File: config.mk
export PLATFORM = sky130hd
export DESIGN_NAME = ssf_top
export DESIGN_NICKNAME = d
export VERILOG_FILES = /design/src/design/ssf_pkg.sv /design/src/design/ssf_link.sv /design/src/design/ssf_top.sv
export VERILOG_INCLUDE_DIRS = /design/src /design/src/design
export SDC_FILE = /design/constraint.sdc
export NUM_CORES = 1
export LEC_CHECK = 0
export BUFFER_PORTS_ARGS = -buffer_cell sky130_fd_sc_hd__buf_2
export CORE_MARGIN = 4
export CORE_UTILIZATION = 49
export CTS_CLUSTER_SIZE = 12
export DETAILED_ROUTE_END_ITERATION = 16
export PLACE_DENSITY_LB_ADDON = 0.25
export SKIP_LAST_GASP = 1
export SLEW_MARGIN = 20
export SYNTH_ARGS = -nofsm -noshare
export SYNTH_HDL_FRONTEND = slang
export SYNTH_SLANG_ARGS = --single-unit
File: constraint.sdc
create_clock -name clk -period 10.4 [get_ports clk]
set_input_delay 2.6 -clock clk [delete_from_list [all_inputs] [get_ports clk]]
set_output_delay 2.6 -clock clk [all_outputs]
set_load 0.01 [all_outputs]
File: src/design/ssf_consts.svh
// register map, field positions and reset values of the serial status block
`ifndef SSF_CONSTS_SVH
`define SSF_CONSTS_SVH
// ==========================================================
// byte addresses
`define SSF_ADDR_STATUS     32'hffff_0a00
`define SSF_ADDR_CONTROL    32'hffff_0a04
`define SSF_ADDR_RXDATA     32'hffff_0a08
`define SSF_ADDR_TXDATA     32'hffff_0a0c
`define SSF_ADDR_IRQ_STATUS 32'hffff_0a10
`define SSF_ADDR_IRQ_CLEAR  32'hffff_0a14
`define SSF_ADDR_IRQ_ENABLE 32'hffff_0a18
// ==========================================================
// serial_status fields
`define SSF_ST_EXCESS 11
`define SSF_ST_RXCNT  8
`define SSF_ST_OVF    7
`define SSF_ST_RXIRQ  6
`define SSF_ST_TXIRQ  5
`define SSF_ST_UNF    4
`define SSF_ST_TXCNT  1
`define SSF_ST_ANY    0
// ==========================================================
// serial_control fields
`define SSF_CT_THR    0
`define SSF_CT_ROLE   3
`define SSF_CT_IMODE  6
`define SSF_CT_OVFMSK 12
`define SSF_CT_UNFMSK 13
`define SSF_CT_WMASK  16'h304f
// ==========================================================
// interrupt register bits
`define SSF_IQ_OVF    0
`define SSF_IQ_RXIRQ  1
`define SSF_IQ_TXIRQ  2
`define SSF_IQ_UNF    3
// ==========================================================
// reset values and responses
`define SSF_STATUS_RST  16'h0000
`define SSF_CONTROL_RST 16'h0000
`define SSF_IRQ_RST     4'h0
`define SSF_RESP_OKAY   2'h0
`define SSF_RESP_SLVERR 2'h2
`endif

File: src/design/ssf_pkg.sv
// types shared by the serial status block
package ssf_pkg;
    typedef logic [7:0] ssf_byte_t;
    typedef enum logic [1:0] {
        SSF_IDLE  = 2'h0,
        SSF_SHIFT = 2'h1
    } ssf_link_st_t;
endpackage

File: src/design/ssf_link.sv
// serial shift engine, pins sampled on the core clock
module ssf_link (
    // clock and reset
    input  wire logic               clk,
    input  wire logic               rst_n,
    // serial pins
    input  wire logic               spi_sclk,
    input  wire logic               spi_cs_n,
    input  wire logic               spi_mosi,
    output logic                    spi_miso_o,
    output logic                    spi_miso_oe,
    // byte side
    output logic                    tx_req,
    input  wire ssf_pkg::ssf_byte_t tx_data,
    output logic                    rx_valid,
    output ssf_pkg::ssf_byte_t      rx_data,
    output logic                    tx_done
);
    import ssf_pkg::*;

    // ==========================================================
    // synchronisers
    logic         sclk_s1, sclk_s2, sclk_s3;
    logic         cs_s1, cs_s2;
    logic         mosi_s1, mosi_s2;
    ssf_link_st_t st, next_st;
    logic [2:0]   bitcnt, next_bitcnt;
    ssf_byte_t    rx_sh, next_rx_sh;
    ssf_byte_t    tx_sh, next_tx_sh;
    ssf_byte_t    next_rx_data;
    logic         next_rx_valid, next_tx_done;
    logic         rise, fall, active;

    assign rise        = sclk_s2 & ~sclk_s3;
    assign fall        = ~sclk_s2 & sclk_s3;
    assign active      = ~cs_s2;
    assign spi_miso_o  = tx_sh[7];
    assign spi_miso_oe = active;

    // ==========================================================
    // shift control, mode 0: sample on rise, shift on fall
    always_comb
    begin
        next_st       = st;
        next_bitcnt   = bitcnt;
        next_rx_sh    = rx_sh;
        next_tx_sh    = tx_sh;
        next_rx_data  = rx_data;
        next_rx_valid = 1'b0;
        next_tx_done  = 1'b0;
        tx_req        = 1'b0;
        unique case (st)
            SSF_IDLE:
            begin
                if (active)
                begin
                    next_st     = SSF_SHIFT;
                    tx_req      = 1'b1;
                    next_tx_sh  = tx_data;
                    next_bitcnt = 3'h0;
                end
            end
            SSF_SHIFT:
            begin
                if (!active)
                    next_st = SSF_IDLE;
                else if (rise)
                begin
                    next_rx_sh  = {rx_sh[6:0], mosi_s2};
                    next_bitcnt = bitcnt + 3'h1;
                    if (bitcnt == 3'h7)
                    begin
                        // next byte is fetched now, so a frame end also pops one
                        next_rx_valid = 1'b1;
                        next_rx_data  = {rx_sh[6:0], mosi_s2};
                        next_tx_done  = 1'b1;
                        tx_req        = 1'b1;
                        next_tx_sh    = tx_data;
                    end
                end
                else if (fall && bitcnt != 3'h0)
                    next_tx_sh = {tx_sh[6:0], 1'b0};
            end
            default:
                next_st = SSF_IDLE;
        endcase
    end

    always_ff @(posedge clk)
    begin
        if (!rst_n)
        begin
            sclk_s1  <= 1'b0;
            sclk_s2  <= 1'b0;
            sclk_s3  <= 1'b0;
            cs_s1    <= 1'b1;
            cs_s2    <= 1'b1;
            mosi_s1  <= 1'b0;
            mosi_s2  <= 1'b0;
            st       <= SSF_IDLE;
            bitcnt   <= 3'h0;
            rx_sh    <= 8'h00;
            tx_sh    <= 8'h00;
            rx_data  <= 8'h00;
            rx_valid <= 1'b0;
            tx_done  <= 1'b0;
        end
        else
        begin
            sclk_s1  <= spi_sclk;
            sclk_s2  <= sclk_s1;
            sclk_s3  <= sclk_s2;
            cs_s1    <= spi_cs_n;
            cs_s2    <= cs_s1;
            mosi_s1  <= spi_mosi;
            mosi_s2  <= mosi_s1;
            st       <= next_st;
            bitcnt   <= next_bitcnt;
            rx_sh    <= next_rx_sh;
            tx_sh    <= next_tx_sh;
            rx_data  <= next_rx_data;
            rx_valid <= next_rx_valid;
            tx_done  <= next_tx_done;
        end
    end
endmodule

File: src/design/ssf_top.sv
// serial interface with byte fifos, status flags, interrupts and axi4-lite registers
`include "ssf_consts.svh"
module ssf_top #(
    parameter int DEPTH = 4
) (
    // clock and reset
    input  wire logic               clk,
    input  wire logic               rst_n,
    // axi4-lite write
    input  wire logic [31:0]        s_axi_awaddr,
    input  wire logic [2:0]         s_axi_awprot,
    input  wire logic               s_axi_awvalid,
    output logic                    s_axi_awready,
    input  wire logic [31:0]        s_axi_wdata,
    input  wire logic [3:0]         s_axi_wstrb,
    input  wire logic               s_axi_wvalid,
    output logic                    s_axi_wready,
    output logic [1:0]              s_axi_bresp,
    output logic                    s_axi_bvalid,
    input  wire logic               s_axi_bready,
    // axi4-lite read
    input  wire logic [31:0]        s_axi_araddr,
    input  wire logic [2:0]         s_axi_arprot,
    input  wire logic               s_axi_arvalid,
    output logic                    s_axi_arready,
    output logic [31:0]             s_axi_rdata,
    output logic [1:0]              s_axi_rresp,
    output logic                    s_axi_rvalid,
    input  wire logic               s_axi_rready,
    // serial pins
    input  wire logic               spi_sclk,
    input  wire logic               spi_cs_n,
    input  wire logic               spi_mosi,
    output logic                    spi_miso_o,
    output logic                    spi_miso_oe,
    // interrupt
    output logic                    irq
);
    import ssf_pkg::*;

    localparam int PW = $clog2(DEPTH);
    localparam int CW = $clog2(DEPTH + 1);

    function automatic logic hit(input logic [31:0] a, input logic [31:0] off);
        hit = (a == off);
    endfunction

    function automatic logic mapped(input logic [31:0] a);
        mapped = hit(a, `SSF_ADDR_STATUS) | hit(a, `SSF_ADDR_CONTROL) |
                 hit(a, `SSF_ADDR_RXDATA) | hit(a, `SSF_ADDR_TXDATA) |
                 hit(a, `SSF_ADDR_IRQ_STATUS) | hit(a, `SSF_ADDR_IRQ_CLEAR) |
                 hit(a, `SSF_ADDR_IRQ_ENABLE);
    endfunction

    // ==========================================================
    // state
    ssf_byte_t         rx_mem [DEPTH];
    ssf_byte_t         tx_mem [DEPTH];
    logic [PW-1:0]     rx_wp, rx_rp, tx_wp, tx_rp;
    logic [PW-1:0]     next_rx_wp, next_rx_rp, next_tx_wp, next_tx_rp;
    logic [CW-1:0]     rx_cnt, tx_cnt, next_rx_cnt, next_tx_cnt;
    logic [2:0]        rx_seen, tx_seen, next_rx_seen, next_tx_seen;
    logic              ovf, rxi, txi, unf, anyi;
    logic              next_ovf, next_rxi, next_txi, next_unf, next_anyi;
    logic [15:0]       ctrl, next_ctrl;
    logic [3:0]        iq_sts, iq_en, next_iq_sts, next_iq_en;
    logic              aw_full, w_full, next_aw_full, next_w_full;
    logic [31:0]       aw_addr, w_data, next_aw_addr, next_w_data;
    logic [3:0]        w_strb, next_w_strb;
    logic              next_bvalid, next_rvalid;
    logic [1:0]        next_bresp, next_rresp;
    logic [31:0]       next_rdata;

    // ==========================================================
    // link and event wiring
    logic              tx_req, rx_valid, tx_done;
    ssf_byte_t         rx_byte, tx_head;
    logic              rx_full, tx_empty, do_wr, do_rd, rd_status;
    logic              rx_push, rx_pop, tx_push, tx_pop;
    logic              ovf_ev, unf_ev, rxi_ev, txi_ev, any_ev;
    logic [2:0]        thr_eff;
    logic [15:0]       status_val, be_mask;

    ssf_link u_link (
        .clk         (clk),
        .rst_n       (rst_n),
        .spi_sclk    (spi_sclk),
        .spi_cs_n    (spi_cs_n),
        .spi_mosi    (spi_mosi),
        .spi_miso_o  (spi_miso_o),
        .spi_miso_oe (spi_miso_oe),
        .tx_req      (tx_req),
        .tx_data     (tx_head),
        .rx_valid    (rx_valid),
        .rx_data     (rx_byte),
        .tx_done     (tx_done)
    );

    assign s_axi_awready = ~aw_full & ~s_axi_bvalid;
    assign s_axi_wready  = ~w_full & ~s_axi_bvalid;
    assign s_axi_arready = ~s_axi_rvalid;
    assign do_wr         = aw_full & w_full & ~s_axi_bvalid;
    assign do_rd         = s_axi_arvalid & ~s_axi_rvalid;
    assign rd_status     = do_rd & hit(s_axi_araddr, `SSF_ADDR_STATUS);

    assign rx_full  = (rx_cnt == CW'(DEPTH));
    assign tx_empty = (tx_cnt == '0);
    assign tx_head  = tx_empty ? 8'h00 : tx_mem[tx_rp];
    assign rx_pop   = do_rd & hit(s_axi_araddr, `SSF_ADDR_RXDATA) & (rx_cnt != '0);
    // a pop in the same cycle frees the slot, so that byte is kept
    assign ovf_ev   = rx_valid & rx_full & ~rx_pop;
    assign rx_push  = rx_valid & ~ovf_ev;
    assign tx_push  = do_wr & hit(aw_addr, `SSF_ADDR_TXDATA) & w_strb[0] & (tx_cnt != CW'(DEPTH));
    assign tx_pop   = tx_req & ~tx_empty;
    assign unf_ev   = tx_req & tx_empty;
    // threshold zero is taken as one byte, so the counters never stall
    assign thr_eff  = (ctrl[`SSF_CT_THR +: 3] == 3'h0) ? 3'h1 : ctrl[`SSF_CT_THR +: 3];
    // role bit is stored only; nothing below reads it
    // at or above, so a threshold lowered mid count still fires
    assign rxi_ev   = ~ctrl[`SSF_CT_IMODE] & rx_push & (rx_seen + 3'h1 >= thr_eff);
    assign txi_ev   = ctrl[`SSF_CT_IMODE] & tx_done & (tx_seen + 3'h1 >= thr_eff);
    assign any_ev   = (ovf_ev & ~ctrl[`SSF_CT_OVFMSK]) | (unf_ev & ~ctrl[`SSF_CT_UNFMSK]) |
                      rxi_ev | txi_ev;

    // reserved bits tied to zero
    assign status_val = {4'h0,
                         (rx_cnt > CW'(ctrl[`SSF_CT_THR +: 3])),
                         3'(rx_cnt),
                         ovf, rxi, txi, unf,
                         3'(tx_cnt),
                         anyi};
    assign be_mask = {{8{w_strb[1]}}, {8{w_strb[0]}}};
    assign irq     = |(iq_sts & iq_en);

    // ==========================================================
    // next state
    always_comb
    begin
        next_rx_wp   = rx_wp;
        next_rx_rp   = rx_rp;
        next_tx_wp   = tx_wp;
        next_tx_rp   = tx_rp;
        next_rx_cnt  = rx_cnt;
        next_tx_cnt  = tx_cnt;
        next_rx_seen = rx_seen;
        next_tx_seen = tx_seen;
        next_ctrl    = ctrl;
        next_iq_en   = iq_en;
        next_iq_sts  = iq_sts;
        next_aw_full = aw_full;
        next_w_full  = w_full;
        next_aw_addr = aw_addr;
        next_w_data  = w_data;
        next_w_strb  = w_strb;
        next_bvalid  = s_axi_bvalid;
        next_bresp   = s_axi_bresp;
        next_rvalid  = s_axi_rvalid;
        next_rresp   = s_axi_rresp;
        next_rdata   = s_axi_rdata;

        // fifo pointers and counts
        if (rx_push)
            next_rx_wp = rx_wp + PW'(1);
        if (rx_pop)
            next_rx_rp = rx_rp + PW'(1);
        next_rx_cnt = rx_cnt + CW'(rx_push) - CW'(rx_pop);
        if (tx_push)
            next_tx_wp = tx_wp + PW'(1);
        if (tx_pop)
            next_tx_rp = tx_rp + PW'(1);
        next_tx_cnt = tx_cnt + CW'(tx_push) - CW'(tx_pop);
        // each counter runs only in its own mode, so it cannot drift past the threshold
        if (rx_push && !ctrl[`SSF_CT_IMODE])
            next_rx_seen = rxi_ev ? 3'h0 : rx_seen + 3'h1;
        if (tx_done && ctrl[`SSF_CT_IMODE])
            next_tx_seen = txi_ev ? 3'h0 : tx_seen + 3'h1;

        // status read clears, a same-cycle event wins
        next_ovf  = ovf_ev | (ovf & ~rd_status);
        next_rxi  = rxi_ev | (rxi & ~rd_status);
        next_txi  = txi_ev | (txi & ~rd_status);
        next_unf  = unf_ev | (unf & ~rd_status);
        next_anyi = any_ev | (anyi & ~rd_status);

        // write channel capture, either order
        if (s_axi_awvalid && s_axi_awready)
        begin
            next_aw_full = 1'b1;
            next_aw_addr = s_axi_awaddr;
        end
        if (s_axi_wvalid && s_axi_wready)
        begin
            next_w_full = 1'b1;
            next_w_data = s_axi_wdata;
            next_w_strb = s_axi_wstrb;
        end
        if (do_wr)
        begin
            next_aw_full = 1'b0;
            next_w_full  = 1'b0;
            next_bvalid  = 1'b1;
            next_bresp   = mapped(aw_addr) ? `SSF_RESP_OKAY : `SSF_RESP_SLVERR;
            if (hit(aw_addr, `SSF_ADDR_CONTROL))
                next_ctrl = (ctrl & ~(be_mask & `SSF_CT_WMASK)) |
                            (w_data[15:0] & be_mask & `SSF_CT_WMASK);
            if (hit(aw_addr, `SSF_ADDR_IRQ_ENABLE) && w_strb[0])
                next_iq_en = w_data[3:0];
            if (hit(aw_addr, `SSF_ADDR_IRQ_CLEAR) && w_strb[0])
                next_iq_sts = iq_sts & ~w_data[3:0];
        end
        else if (s_axi_bvalid && s_axi_bready)
            next_bvalid = 1'b0;

        // interrupt causes set after the clear so they win
        next_iq_sts[`SSF_IQ_OVF]   = next_iq_sts[`SSF_IQ_OVF] | (ovf_ev & ~ctrl[`SSF_CT_OVFMSK]);
        next_iq_sts[`SSF_IQ_UNF]   = next_iq_sts[`SSF_IQ_UNF] | (unf_ev & ~ctrl[`SSF_CT_UNFMSK]);
        next_iq_sts[`SSF_IQ_RXIRQ] = next_iq_sts[`SSF_IQ_RXIRQ] | rxi_ev;
        next_iq_sts[`SSF_IQ_TXIRQ] = next_iq_sts[`SSF_IQ_TXIRQ] | txi_ev;

        // read channel, data registered one cycle after the address
        if (do_rd)
        begin
            next_rvalid = 1'b1;
            next_rresp  = mapped(s_axi_araddr) ? `SSF_RESP_OKAY : `SSF_RESP_SLVERR;
            next_rdata  = 32'h0000_0000;
            if (hit(s_axi_araddr, `SSF_ADDR_STATUS))
                next_rdata = {16'h0000, status_val};
            else if (hit(s_axi_araddr, `SSF_ADDR_CONTROL))
                next_rdata = {16'h0000, ctrl};
            else if (hit(s_axi_araddr, `SSF_ADDR_RXDATA))
                next_rdata = {24'h00_0000, (rx_cnt != '0) ? rx_mem[rx_rp] : 8'h00};
            else if (hit(s_axi_araddr, `SSF_ADDR_IRQ_STATUS))
                next_rdata = {28'h000_0000, iq_sts};
            else if (hit(s_axi_araddr, `SSF_ADDR_IRQ_ENABLE))
                next_rdata = {28'h000_0000, iq_en};
        end
        else if (s_axi_rvalid && s_axi_rready)
            next_rvalid = 1'b0;
    end

    // ==========================================================
    // registers; a write to the status address lands nowhere
    always_ff @(posedge clk)
    begin
        if (!rst_n)
        begin
            rx_wp        <= '0;
            rx_rp        <= '0;
            tx_wp        <= '0;
            tx_rp        <= '0;
            rx_cnt       <= '0;
            tx_cnt       <= '0;
            rx_seen      <= 3'h0;
            tx_seen      <= 3'h0;
            {ovf, rxi, txi, unf, anyi} <= 5'h00;
            ctrl         <= `SSF_CONTROL_RST;
            iq_sts       <= `SSF_IRQ_RST;
            iq_en        <= `SSF_IRQ_RST;
            aw_full      <= 1'b0;
            w_full       <= 1'b0;
            aw_addr      <= 32'h0000_0000;
            w_data       <= 32'h0000_0000;
            w_strb       <= 4'h0;
            s_axi_bvalid <= 1'b0;
            s_axi_bresp  <= `SSF_RESP_OKAY;
            s_axi_rvalid <= 1'b0;
            s_axi_rresp  <= `SSF_RESP_OKAY;
            s_axi_rdata  <= 32'h0000_0000;
        end
        else
        begin
            rx_wp        <= next_rx_wp;
            rx_rp        <= next_rx_rp;
            tx_wp        <= next_tx_wp;
            tx_rp        <= next_tx_rp;
            rx_cnt       <= next_rx_cnt;
            tx_cnt       <= next_tx_cnt;
            rx_seen      <= next_rx_seen;
            tx_seen      <= next_tx_seen;
            {ovf, rxi, txi, unf, anyi} <= {next_ovf, next_rxi, next_txi, next_unf, next_anyi};
            ctrl         <= next_ctrl;
            iq_sts       <= next_iq_sts;
            iq_en        <= next_iq_en;
            aw_full      <= next_aw_full;
            w_full       <= next_w_full;
            aw_addr      <= next_aw_addr;
            w_data       <= next_w_data;
            w_strb       <= next_w_strb;
            s_axi_bvalid <= next_bvalid;
            s_axi_bresp  <= next_bresp;
            s_axi_rvalid <= next_rvalid;
            s_axi_rresp  <= next_rresp;
            s_axi_rdata  <= next_rdata;
        end
    end

    // fifo storage has no reset; counts guard every read
    always_ff @(posedge clk)
    begin
        if (rx_push)
            rx_mem[rx_wp] <= rx_byte;
        if (tx_push)
            tx_mem[tx_wp] <= w_data[7:0];
    end
endmodule

==> results.json, run 1 <==
{
  "status": "finished, final reports clean",
  "cts_root_buf": "clkbuf_16",
  "switching_share_pct": 22.44,
  "async_flop_share_pct": 0,
  "p_per_area_nw_per_um2": 172.5,
  "worstSetupStartpointType": "input pin",
  "firstDrtPassIters": 4,
  "p_int_mw": 1.356,
  "layout.nets": 1103,
  "start_util_pct": 50.54,
  "worst-setup-path-type": "input pin to flip-flop",
  "yosys.area.top_type": "dfxtp_1",
  "hold_viol": 0,
  "layout-drive-gt1-share_pct": 17.16,
  "wl_um": 18740,
  "r2r_start": "aw_addr[5]",
  "ys_ff_latch": 207,
  "num_rows": 48,
  "synth_top_area_share_pct": 32.41,
  "fin_crit_ns": 5.314,
  "cap_violations": 0,
  "crit_buf_inv": 1,
  "cts_tree": "done",
  "postRouteAntennaNets": 0,
  "hold_path_end": "u_link.cs_s2",
  "postSynthCellCount": 863,
  "cts_max_level": 1,
  "fill_cells": 1530,
  "routedWlPerCell_um": 15.64,
  "switchingPower_uw": 392.4,
  "cp_slowest_cell": "or4b_2",
  "synthTopCellsByArea": "dfxtp_1 32%, edfxtp_1 22%, nand2_1 6.5%",
  "core_sq_um": 17480,
  "pwr-share-clk_pct": 42.9,
  "power.total_mw": 1.749,
  "yosysWarnings": 0,
  "hold_path.class": "flip-flop to flip-flop",
  "crit_family": "simple AND/OR/NAND/NOR gates",
  "worst_r2r_path_depth": 13,
  "min_path_cells": 1,
  "die_w_um": 142.3,
  "grt_pass1_vias": 6037,
  "area_delta_synth_final_pct": 14.77,
  "cts_setup_buffers": 0,
  "yosysUniqueCellTypes": 60,
  "antenna_found_initial": 0,
  "ys_seq_area_share_pct": 54.16,
  "setup_viol": 0,
  "crit_chain": "buf_2, or4b_2, nor4_2, nand3_1, a21boi_1, and2_1",
  "rsz0062_at_grt": "no",
  "placed_cell_area_sq_um": 9442,
  "tns_ns": 0,
  "maxSlewHeadroom_pct": 28.47,
  "reg2reg_to": "tx_cnt[2]",
  "ctsResizeCount": 0,
  "io_buffers": 109,
  "max_freq_mhz": 188.2,
  "antenna_cells": 0,
  "drc": 0,
  "fin_skew_ns": 0.01072,
  "grt-ovfl-total": 0,
  "dieArea_sq_um": 20240,
  "grt_max_degree": 101,
  "drt-vias-per-instance": 5.371,
  "cts.clk_slew.worst_paths_ns": 0.06,
  "critPathMaxFanout": 9,
  "grt_use_total_pct": 18.29,
  "ctsHoldBuffers": 0,
  "drtIter0Drc": 353,
  "cp.required_ns": 10.54,
  "drv_slew": 0,
  "clock_latency_ns": 0.49,
  "grt_pass1_wl_um": 30390,
  "comb_power_share_pct": 6.9,
  "slowest_delay_ns": 0.67,
  "static-leakage-power_nw": 3.772,
  "pin_count": 160,
  "die_h_um": 142.3,
  "cts-buffers-inserted": 22,
  "final_cell_area_sq_um": 10140,
  "place_hpwl_um": 13120,
  "synth_edf_count": 64,
  "synthFlopType": "dfxtp_1",
  "tightest_slew_ns": 1.070,
  "seqPwrFrac_pct": 50.2,
  "gp_congestion": 0.8215,
  "worstHoldStart": "u_link.cs_s1",
  "reg2reg_slack_ns": 6.89,
  "max-vdd-ir-drop_mv": 0.1187,
  "syn_avg_cell_area_sq_um": 10.24,
  "cp_data_arrival_time_ns": 5.46,
  "cts_buffer_depth": 3,
  "vias": 6434,
  "worst_setup_path_end_kind": "flip-flop",
  "cts.sinks": 207,
  "syn_area_sq_um": 8833,
  "min_period_over_period_pct": 51.10
}
## power by group through the flow
stage	Combinational (mW)	Sequential (mW)	Clock, mW
floorplan	0.0892	0.887	0
global placement	0.119	0.894	0
detailed placement	0.122	0.895	0
CTS	0.123	0.878	0.767
global route	0.137	0.882	0.799
finish	0.121	0.878	0.750
## cell usage in the layout (no fill, tap or decap), types with 4 or more instances in the layout
master,n
edfxtp_1,64
nand2b_1,10
ha_1,28
mux2i_1,17
conb_1,20
nand4_1,12
nand4b_1,4
o21ai_0,15
buf_2,109
nand2_1,152
inv_1,34
nor2_1,37
nand3b_1,9
a22oi_1,12
nand3_1,16
buf_4,4
a22o_1,5
or3_1,8
clkbuf_16,23
a221oi_1,13
mux4_2,16
clkbuf_1,10
nor4_1,5
xnor2_1,6
nor2b_1,7
a21oi_1,93
and2_1,14
xor2_1,5
nor3_1,13
or4_1,5
dfxtp_1,143
a211oi_1,11
and3_1,8
## cells in the mapped netlist (6+ instances only)
cell,instances
dfxtp_1,143
a22oi_1,12
a21oi_1,93
inv_1,34
nand3b_1,9
nand3_1,16
a211oi_1,11
o21ai_0,15
nor2_1,37
nor3_1,13
or3_1,8
nand2_1,152
ha_1,28
nor2b_1,7
mux2i_1,17
buf_4,20
and2_1,15
mux4_2,16
nand4_1,12
clkbuf_1,36
xnor2_1,6
a221oi_1,13
edfxtp_1,64
nand2b_1,10
and3_1,8
## through the flow
stage	std cells	setup WS, ns	hold slack (ns)	utilization, %
after floorplan	882	5.430	0.3863	-
after global placement	1158	4.680	0.3929	54.02
after detailed placement	1158	4.672	0.3964	54.02
after CTS	1198	5.140	0.4101	58.00
after global routing	1198	4.919	0.4502	58.01
final	1198	5.086	0.4053	58.01
## cell type report
type	instances	area, sq um	share of cell area [%]
sequential	207	4785	47.19
inverter	35	132.6	1.308
multi-input combinational	578	3669	36.18
tap	225	281.5	2.777
timing repair buffer	113	575.6	5.677
clock buffer	36	654.4	6.454
clock inverter	4	41.29	0.4073
## how the worst max path moves through the flow
stage	cells after the start	from	slack (ns)	to
global placement	6	s_axi_araddr[1]	4.68	rx_mem[0][5]
floorplan	10	s_axi_araddr[3]	5.43	rx_cnt[2]
global route	6	s_axi_araddr[1]	4.92	rx_mem[0][6]
finish	6	s_axi_araddr[1]	5.09	rx_mem[2][0]
detailed placement	6	s_axi_araddr[1]	4.67	rx_mem[2][4]
CTS	6	s_axi_araddr[1]	5.14	rx_mem[2][3]
## sequential cells by signal, summed over array words and instances (netlist names), 4 cells and up, named ones only
signal,cells
aw_addr,32
iq_en,4
iq_sts,4
rx_mem,32
s_axi_rdata,14
tx_mem,32
u_link.rx_data,8
u_link.rx_sh,7
u_link.tx_sh,8
w_data,10
## cells by family after synthesis
group / Yosys count / synth area share [%]
AO/OA/AOI/OAI: 165 / 11.26
XOR/XNOR: 11 / 1.091
adder cells (fa/ha/maj): 30 / 4.419
buffers and inverters: 97 / 5.127
flip-flops: 207 / 54.16
multiplexers: 33 / 6.006
other: 1 / 0.04245
AND/OR/NAND/NOR: 319 / 17.89
## routing by layer
| layer | GRT usage, % | wire [um] | up-vias |
|---|---|---|---|
| met5 | 0 | 0 | - |
| met4 | 4.192 | 303 | 0 |
| met3 | 3.159 | 1425 | 29 |
| met2 | 30.21 | 8626 | 211 |
| met1 | 25.38 | 8383 | 2969 |
| li1 | - | - | 3225 |
Power figures use the tool's default switching activity.
==> inputs of run 2 (changes only) <==
ABC_AREA = 1   (was unset)
clock period = 5.25 ns   (was 10.4 ns; I/O delays follow)
==> run 2 against run 1 <==
Sequential cell count did not move. Count of clock-buffer cells in the layout rose by 1. Largest cell class unchanged. Sequential share of layout area fell by 1.5 points.
==> results.json, run 2 <==
{
  "pin_count": 160,
  "crit_buf_inv": 4,
  "fill_cells": 1664,
  "min_path_cells": 2,
  "layout-drive-gt1-share_pct": 15.49,
  "firstDrtPassIters": 5,
  "setup_viol": 0,
  "maxSlewHeadroom_pct": 41.11,
  "antenna_cells": 0,
  "synth_most_common_cell": "nor2_1",
  "cts_root_buf": "clkbuf_16",
  "worstHoldStart": "u_link.mosi_s1",
  "synth_top_area_share_pct": 31.41,
  "cts-buffers-inserted": 23,
  "slowest_delay_ns": 0.36,
  "worstSetupStartpointType": "input pin",
  "io_buffers": 109,
  "crit_chain": "buf_2, nand2_1, nor2_1, nand2_1, nor2_2, buf_4, nand4_2, nor2_2, o21a_1, inv_1, ha_1, fa_1, inv_1, o21ai_0, a21oi_1",
  "drt-vias-per-instance": 5.007,
  "wl_um": 18910,
  "synthFlopType": "dfxtp_1",
  "clock_latency_ns": 0.51,
  "syn_area_sq_um": 9115,
  "synth_edf_count": 64,
  "place_ws_ns": 1.692,
  "cts_tree": "done",
  "async_flop_share_pct": 0,
  "grt_use_total_pct": 17.70,
  "synthTopCellsByArea": "dfxtp_1 31%, edfxtp_1 21%, nor2_1 7.5%",
  "dieArea_sq_um": 20850,
  "routedWlPerCell_um": 13.23,
  "yosys.area.top_type": "dfxtp_1",
  "drc": 0,
  "syn_avg_cell_area_sq_um": 8.416,
  "grt_pass1_vias": 6473,
  "synth_xor_area_share_pct": 0.4804,
  "seqCellArea_sq_um": 4785,
  "min_period_over_period_pct": 57.65,
  "worst_setup_path_end_kind": "flip-flop",
  "grt_pass1_wl_um": 30370,
  "fin_skew_ns": 0.009784,
  "top_regs": "aw_addr: 32 flops, rx_mem: 32 flops, tx_mem: 32 flops",
  "yosysWarnings": 0,
  "die_w_um": 144.4,
  "ctsHoldBuffers": 0,
  "crit_family": "simple AND/OR/NAND/NOR gates",
  "synthAdderAreaFrac_pct": 4.283,
  "num_rows": 49,
  "reg2reg_to": "tx_cnt[2]",
  "gp_congestion": 0.8402,
  "cts.clk_slew.worst_paths_ns": 0.06,
  "hold_path_end": "u_link.mosi_s2",
  "start_util_pct": 50.23,
  "multi_input_area_sq_um": 3681,
  "p_per_area_nw_per_um2": 334.5,
  "synth_top_family_by_area": "simple AND/OR/NAND/NOR gates",
  "worst-setup-path-type": "input pin to flip-flop",
  "cp_data_arrival_time_ns": 3.46,
  "drtIter0Drc": 334,
  "postRouteAntennaNets": 0,
  "synthTopCellsByCount": "181 x nor2_1, 167 x nand2_1, 143 x dfxtp_1",
  "antenna_found_initial": 0,
  "cts_setup_buffers": 0,
  "power.total_mw": 3.500,
  "ys_seq_area_share_pct": 52.49,
  "rsz0062_at_grt": "no",
  "cp.required_ns": 5.68,
  "layout.nets": 1330,
  "layout_common_cells": "181 x nor2_1, 167 x nand2_1, 143 x dfxtp_1",
  "max-vdd-ir-drop_mv": 0.2562,
  "setup_ws_ns": 2.223,
  "grt_max_degree": 58,
  "fin_crit_ns": 3.027,
  "vias": 7160,
  "grt-ovfl-total": 0,
  "critPathMaxFanout": 20,
  "hold_path.class": "flip-flop to flip-flop",
  "status": "finished, final reports clean",
  "utilization_pct": 57.67,
  "cts_buffer_depth": 3,
  "final_common_cell": "nor2_1",
  "synth-compound-area-share_pct": 12.35,
  "static-leakage-power_nw": 4.324,
  "worst_r2r_path_depth": 14,
  "hold_viol": 0,
  "cts.sinks": 207,
  "area_delta_synth_final_pct": 14.81,
  "synthSimpleGateAreaFrac_pct": 22.44,
  "synthMuxAreaShare_pct": 0,
  "cts_max_level": 1,
  "cap_violations": 0,
  "tns_ns": 0,
  "ctsResizeCount": 0,
  "die_h_um": 144.4,
  "tightest_slew_ns": 0.8833,
  "reg2reg_slack_ns": 2.44,
  "drv_slew": 0,
  "max_freq_mhz": 330.4,
  "ys_ff_latch": 207,
  "place_hpwl_um": 13500,
  "whs_ns": 0.4117,
  "yosysUniqueCellTypes": 47,
  "r2r_start": "w_full",
  "core_sq_um": 18150,
  "postSynthCellCount": 1083,
  "cp_slowest_cell": "fa_1"
}
-- run 2: cell types whose count changed in the layout (fill, tap and decap cells not counted), moves of 10 or more --
| cell | change |
|---|---|
| nor2_1 | +144 |
| o21ai_0 | +81 |
| inv_1 | +69 |
| nand3_1 | +31 |
| a21oi_1 | -22 |
| mux2i_1 | -17 |
| mux4_2 | -16 |
| nand2_1 | +15 |
| nand4_1 | +14 |
| a221oi_1 | -13 |
| and2_1 | -13 |
| o22ai_1 | +11 |
| a211oi_1 | -10 |
| nand2b_1 | -10 |
-- run 2: worst reg2reg max path, stage by stage (launching register included) --
cell and delay [ns]:
dfxtp_1 0.35, inv_2 0.04, nor3_1 0.20, buf_4 0.21, nand2_1 0.08, a21oi_1 0.19, nand4_2 0.28, ha_1 0.37
inv_1 0.05, ha_1 0.13, inv_1 0.05, fa_1 0.36, xor2_1 0.16, o21ai_0 0.15, a21oi_1 0.06
-- run 2: metrics by stage --
stage	std cells	area (sq um)
2_1_floorplan	1102	9186
4_1_cts	1430	10470
5_1_grt	1430	10470
3_3_place_gp	1388	9752
3_5_place_dp	1388	9752
6_report	1430	10470
-- run 2: layout make-up --
class / instances / share of cell area [%]
clock inverter: 5 / 0.3348
sequential: 207 / 45.72
tap: 229 / 2.738
multi-input combinational: 727 / 35.17
clock buffer: 37 / 6.480
timing repair buffer: 114 / 5.572
inverter: 111 / 3.981
-- run 2: worst max path at each step --
stage                     start        end  slack (ns)  cells past startpoint
4_1_cts           s_axi_arvalid  rx_cnt[2]        2.21                     13
5_1_grt        s_axi_araddr[16]  rx_cnt[1]        2.04                     15
6_report       s_axi_araddr[16]  rx_cnt[2]        2.22                     15
2_1_floorplan  s_axi_araddr[12]  rx_cnt[1]        2.16                     14
3_3_place_gp      s_axi_arvalid  rx_cnt[2]        1.73                     13
3_5_place_dp      s_axi_arvalid  rx_cnt[2]        1.69                     13
-- run 2: per-layer routing --
layer  vias to the layer above  part of all wire [%]  track usage [%]
met5                         -                     0                0
met4                         0                   1.9            5.056
met3                        29                   5.7            2.976
met2                       170                    46            29.58
met1                      3199                    47            23.83
li1                       3762                     -                -
-- run 2: kinds of logic after synthesis --
group / after synthesis
other: 1
XOR/XNOR: 5
AO/OA/AOI/OAI: 208
buffers and inverters: 168
AND/OR/NAND/NOR: 464
adder cells (fa/ha/maj): 30
flip-flops: 207
-- run 2: report_power, final --
part | total, mW | internal [mW] | switching, mW
clock network | 1.49 | 0.886 | 0.608
logic | 0.250 | 0.0904 | 0.159
registers | 1.76 | 1.71 | 0.0473
==> inputs of run 3 (changes only) <==
clock period = 2.58 ns   (was 5.25 ns; I/O delays follow)
==> run 3 against run 2 <==
Global-route usage rose by 0.42 points. Design area up 2.3%. Critical path depth shrank 1. Sequential share of layout area shrank 1.0 points. Combinational power up 110%. Critical path type is now flip-flop to flip-flop. Largest power group unchanged. Highest routed layer unchanged.
==> results.json, run 3 (synthesis gave the netlist of run 2 again) <==
{
  "status": "finished, final reports clean",
  "firstDrtPassIters": 5,
  "drc": 0,
  "worstSetupStartpointType": "flip-flop",
  "cp.required_ns": 2.95,
  "cts.sinks": 207,
  "cts_buffer_depth": 3,
  "clock_latency_ns": 0.49,
  "ctsHoldBuffers": 0,
  "antenna_cells": 0,
  "hold_path.class": "input pin to flip-flop",
  "maxSlewHeadroom_pct": 56.97,
  "reg2reg_slack_ns": 0.17,
  "fin_crit_ns": 2.414,
  "cts_max_level": 1,
  "cp_slowest_cell": "fa_1",
  "tns_ns": 0,
  "max-vdd-ir-drop_mv": 0.3841,
  "grt_pass1_wl_um": 31240,
  "num_rows": 49,
  "cts_tree": "done",
  "max_freq_mhz": 414.2,
  "cts-buffers-inserted": 22,
  "layout-drive-gt1-share_pct": 17.76,
  "drv_slew": 0,
  "die_h_um": 144.4,
  "drtIter0Drc": 404,
  "top_regs": "aw_addr: 32 flops, rx_mem: 32 flops, tx_mem: 32 flops",
  "slowest_delay_ns": 0.37,
  "routedWlPerCell_um": 13.22,
  "place_hpwl_um": 13770,
  "worst_setup_path_end_kind": "flip-flop",
  "min_period_over_period_pct": 93.57,
  "fill_cells": 1615,
  "critPathMaxFanout": 4,
  "grt_use_total_pct": 18.13,
  "grt-ovfl-total": 0,
  "setup_viol": 0,
  "cts_root_buf": "clkbuf_16",
  "layout.nets": 1363,
  "gp_congestion": 0.8072,
  "dieArea_sq_um": 20850,
  "io_buffers": 109,
  "die_w_um": 144.4,
  "antenna_found_initial": 0,
  "start_util_pct": 50.23,
  "hold_viol": 0,
  "final_common_cell": "nor2_1",
  "vias": 7350,
  "wl_um": 19320,
  "core_sq_um": 18150,
  "worst-setup-path-type": "flip-flop to flip-flop",
  "crit_family": "adder cells",
  "cap_violations": 0,
  "grt_pass1_vias": 6659,
  "p_per_area_nw_per_um2": 650.4,
  "pin_count": 160,
  "whs_ns": 0.3363,
  "rsz0062_at_grt": "no",
  "area_delta_synth_final_pct": 17.45,
  "cp_data_arrival_time_ns": 2.79,
  "cts.clk_slew.worst_paths_ns": 0.06,
  "fin_skew_ns": 0.006177,
  "crit_buf_inv": 3,
  "multi_input_area_sq_um": 3712,
  "drt-vias-per-instance": 5.027,
  "tightest_slew_ns": 0.6448,
  "path_common_cell": "ha_1",
  "grt_max_degree": 72,
  "postRouteAntennaNets": 0,
  "static-leakage-power_nw": 4.465,
  "seqCellArea_sq_um": 4786,
  "crit_chain": "ha_1, ha_1, nand2_1, nand2_2, inv_2, nor3_4, ha_1, inv_1, ha_1, inv_1, fa_1, xor2_1, o21ai_1, a21oi_1",
  "layout_common_cells": "181 x nor2_1, 166 x nand2_1, 142 x dfxtp_1"
}
==> run 3: worst min-delay path: stages <==
cell and delay, ns:
buf_2 0.08, nand2_1 0.04, inv_1 0.04
==> run 3: metal layers <==
metal	wire (um)	track usage, %	vias up
met1	8967	24.64	3284
met2	8824	30.41	202
li1	-	-	3828
met4	352	4.418	0
met3	1179	3.042	36
met5	0	0	-
==> run 3: area by class of cell <==
class                           count  share of cell area, %
Sequential cell                   207                  44.71
Multi-Input combinational cell    727                  34.68
Timing Repair Buffer              148                  7.948
Clock buffer                       35                  5.891
Inverter                          111                  3.892
Tap cell                          229                  2.676
Clock inverter                      5                 0.2104
==> run 3: final timing paths <==
kind / startpoint / depth (start not counted) / end
max: u_link.bitcnt[0] / 14 / tx_cnt[2]
min: spi_mosi / 3 / u_link.mosi_s1
max reg2reg: u_link.bitcnt[0] / 14 / tx_cnt[2]
min reg2reg: u_link.cs_s1 / 1 / u_link.cs_s2
==> run 3: report_power, final <==
group | internal (mW) | switching, mW
clock | 1.67 | 1.18
sequential | 3.48 | 0.0954
combinational | 0.198 | 0.336
==> run 3: through the flow <==
stage                     setup WS (ns)  utilization, %  cells  cell area [sq um]  total power [mW]
after floorplan                  0.1564               -   1102               9186             4.003
after global placement          0.06456           55.17   1421              10010             4.154
after detailed placement        0.02032           55.17   1421              10010             4.169
after CTS                       0.06683           58.80   1461              10670             7.027
after global routing            0.01097           58.99   1462              10710             7.268
final                            0.1658           58.99   1462              10710             6.962
==> run 3: repair_timing <==
action | in CTS | in global routing
setup endpoints to repair | 1 | 1
setup buffers | 0 | 1
resized for setup | 1 | 7
pin swaps | 0 | 2
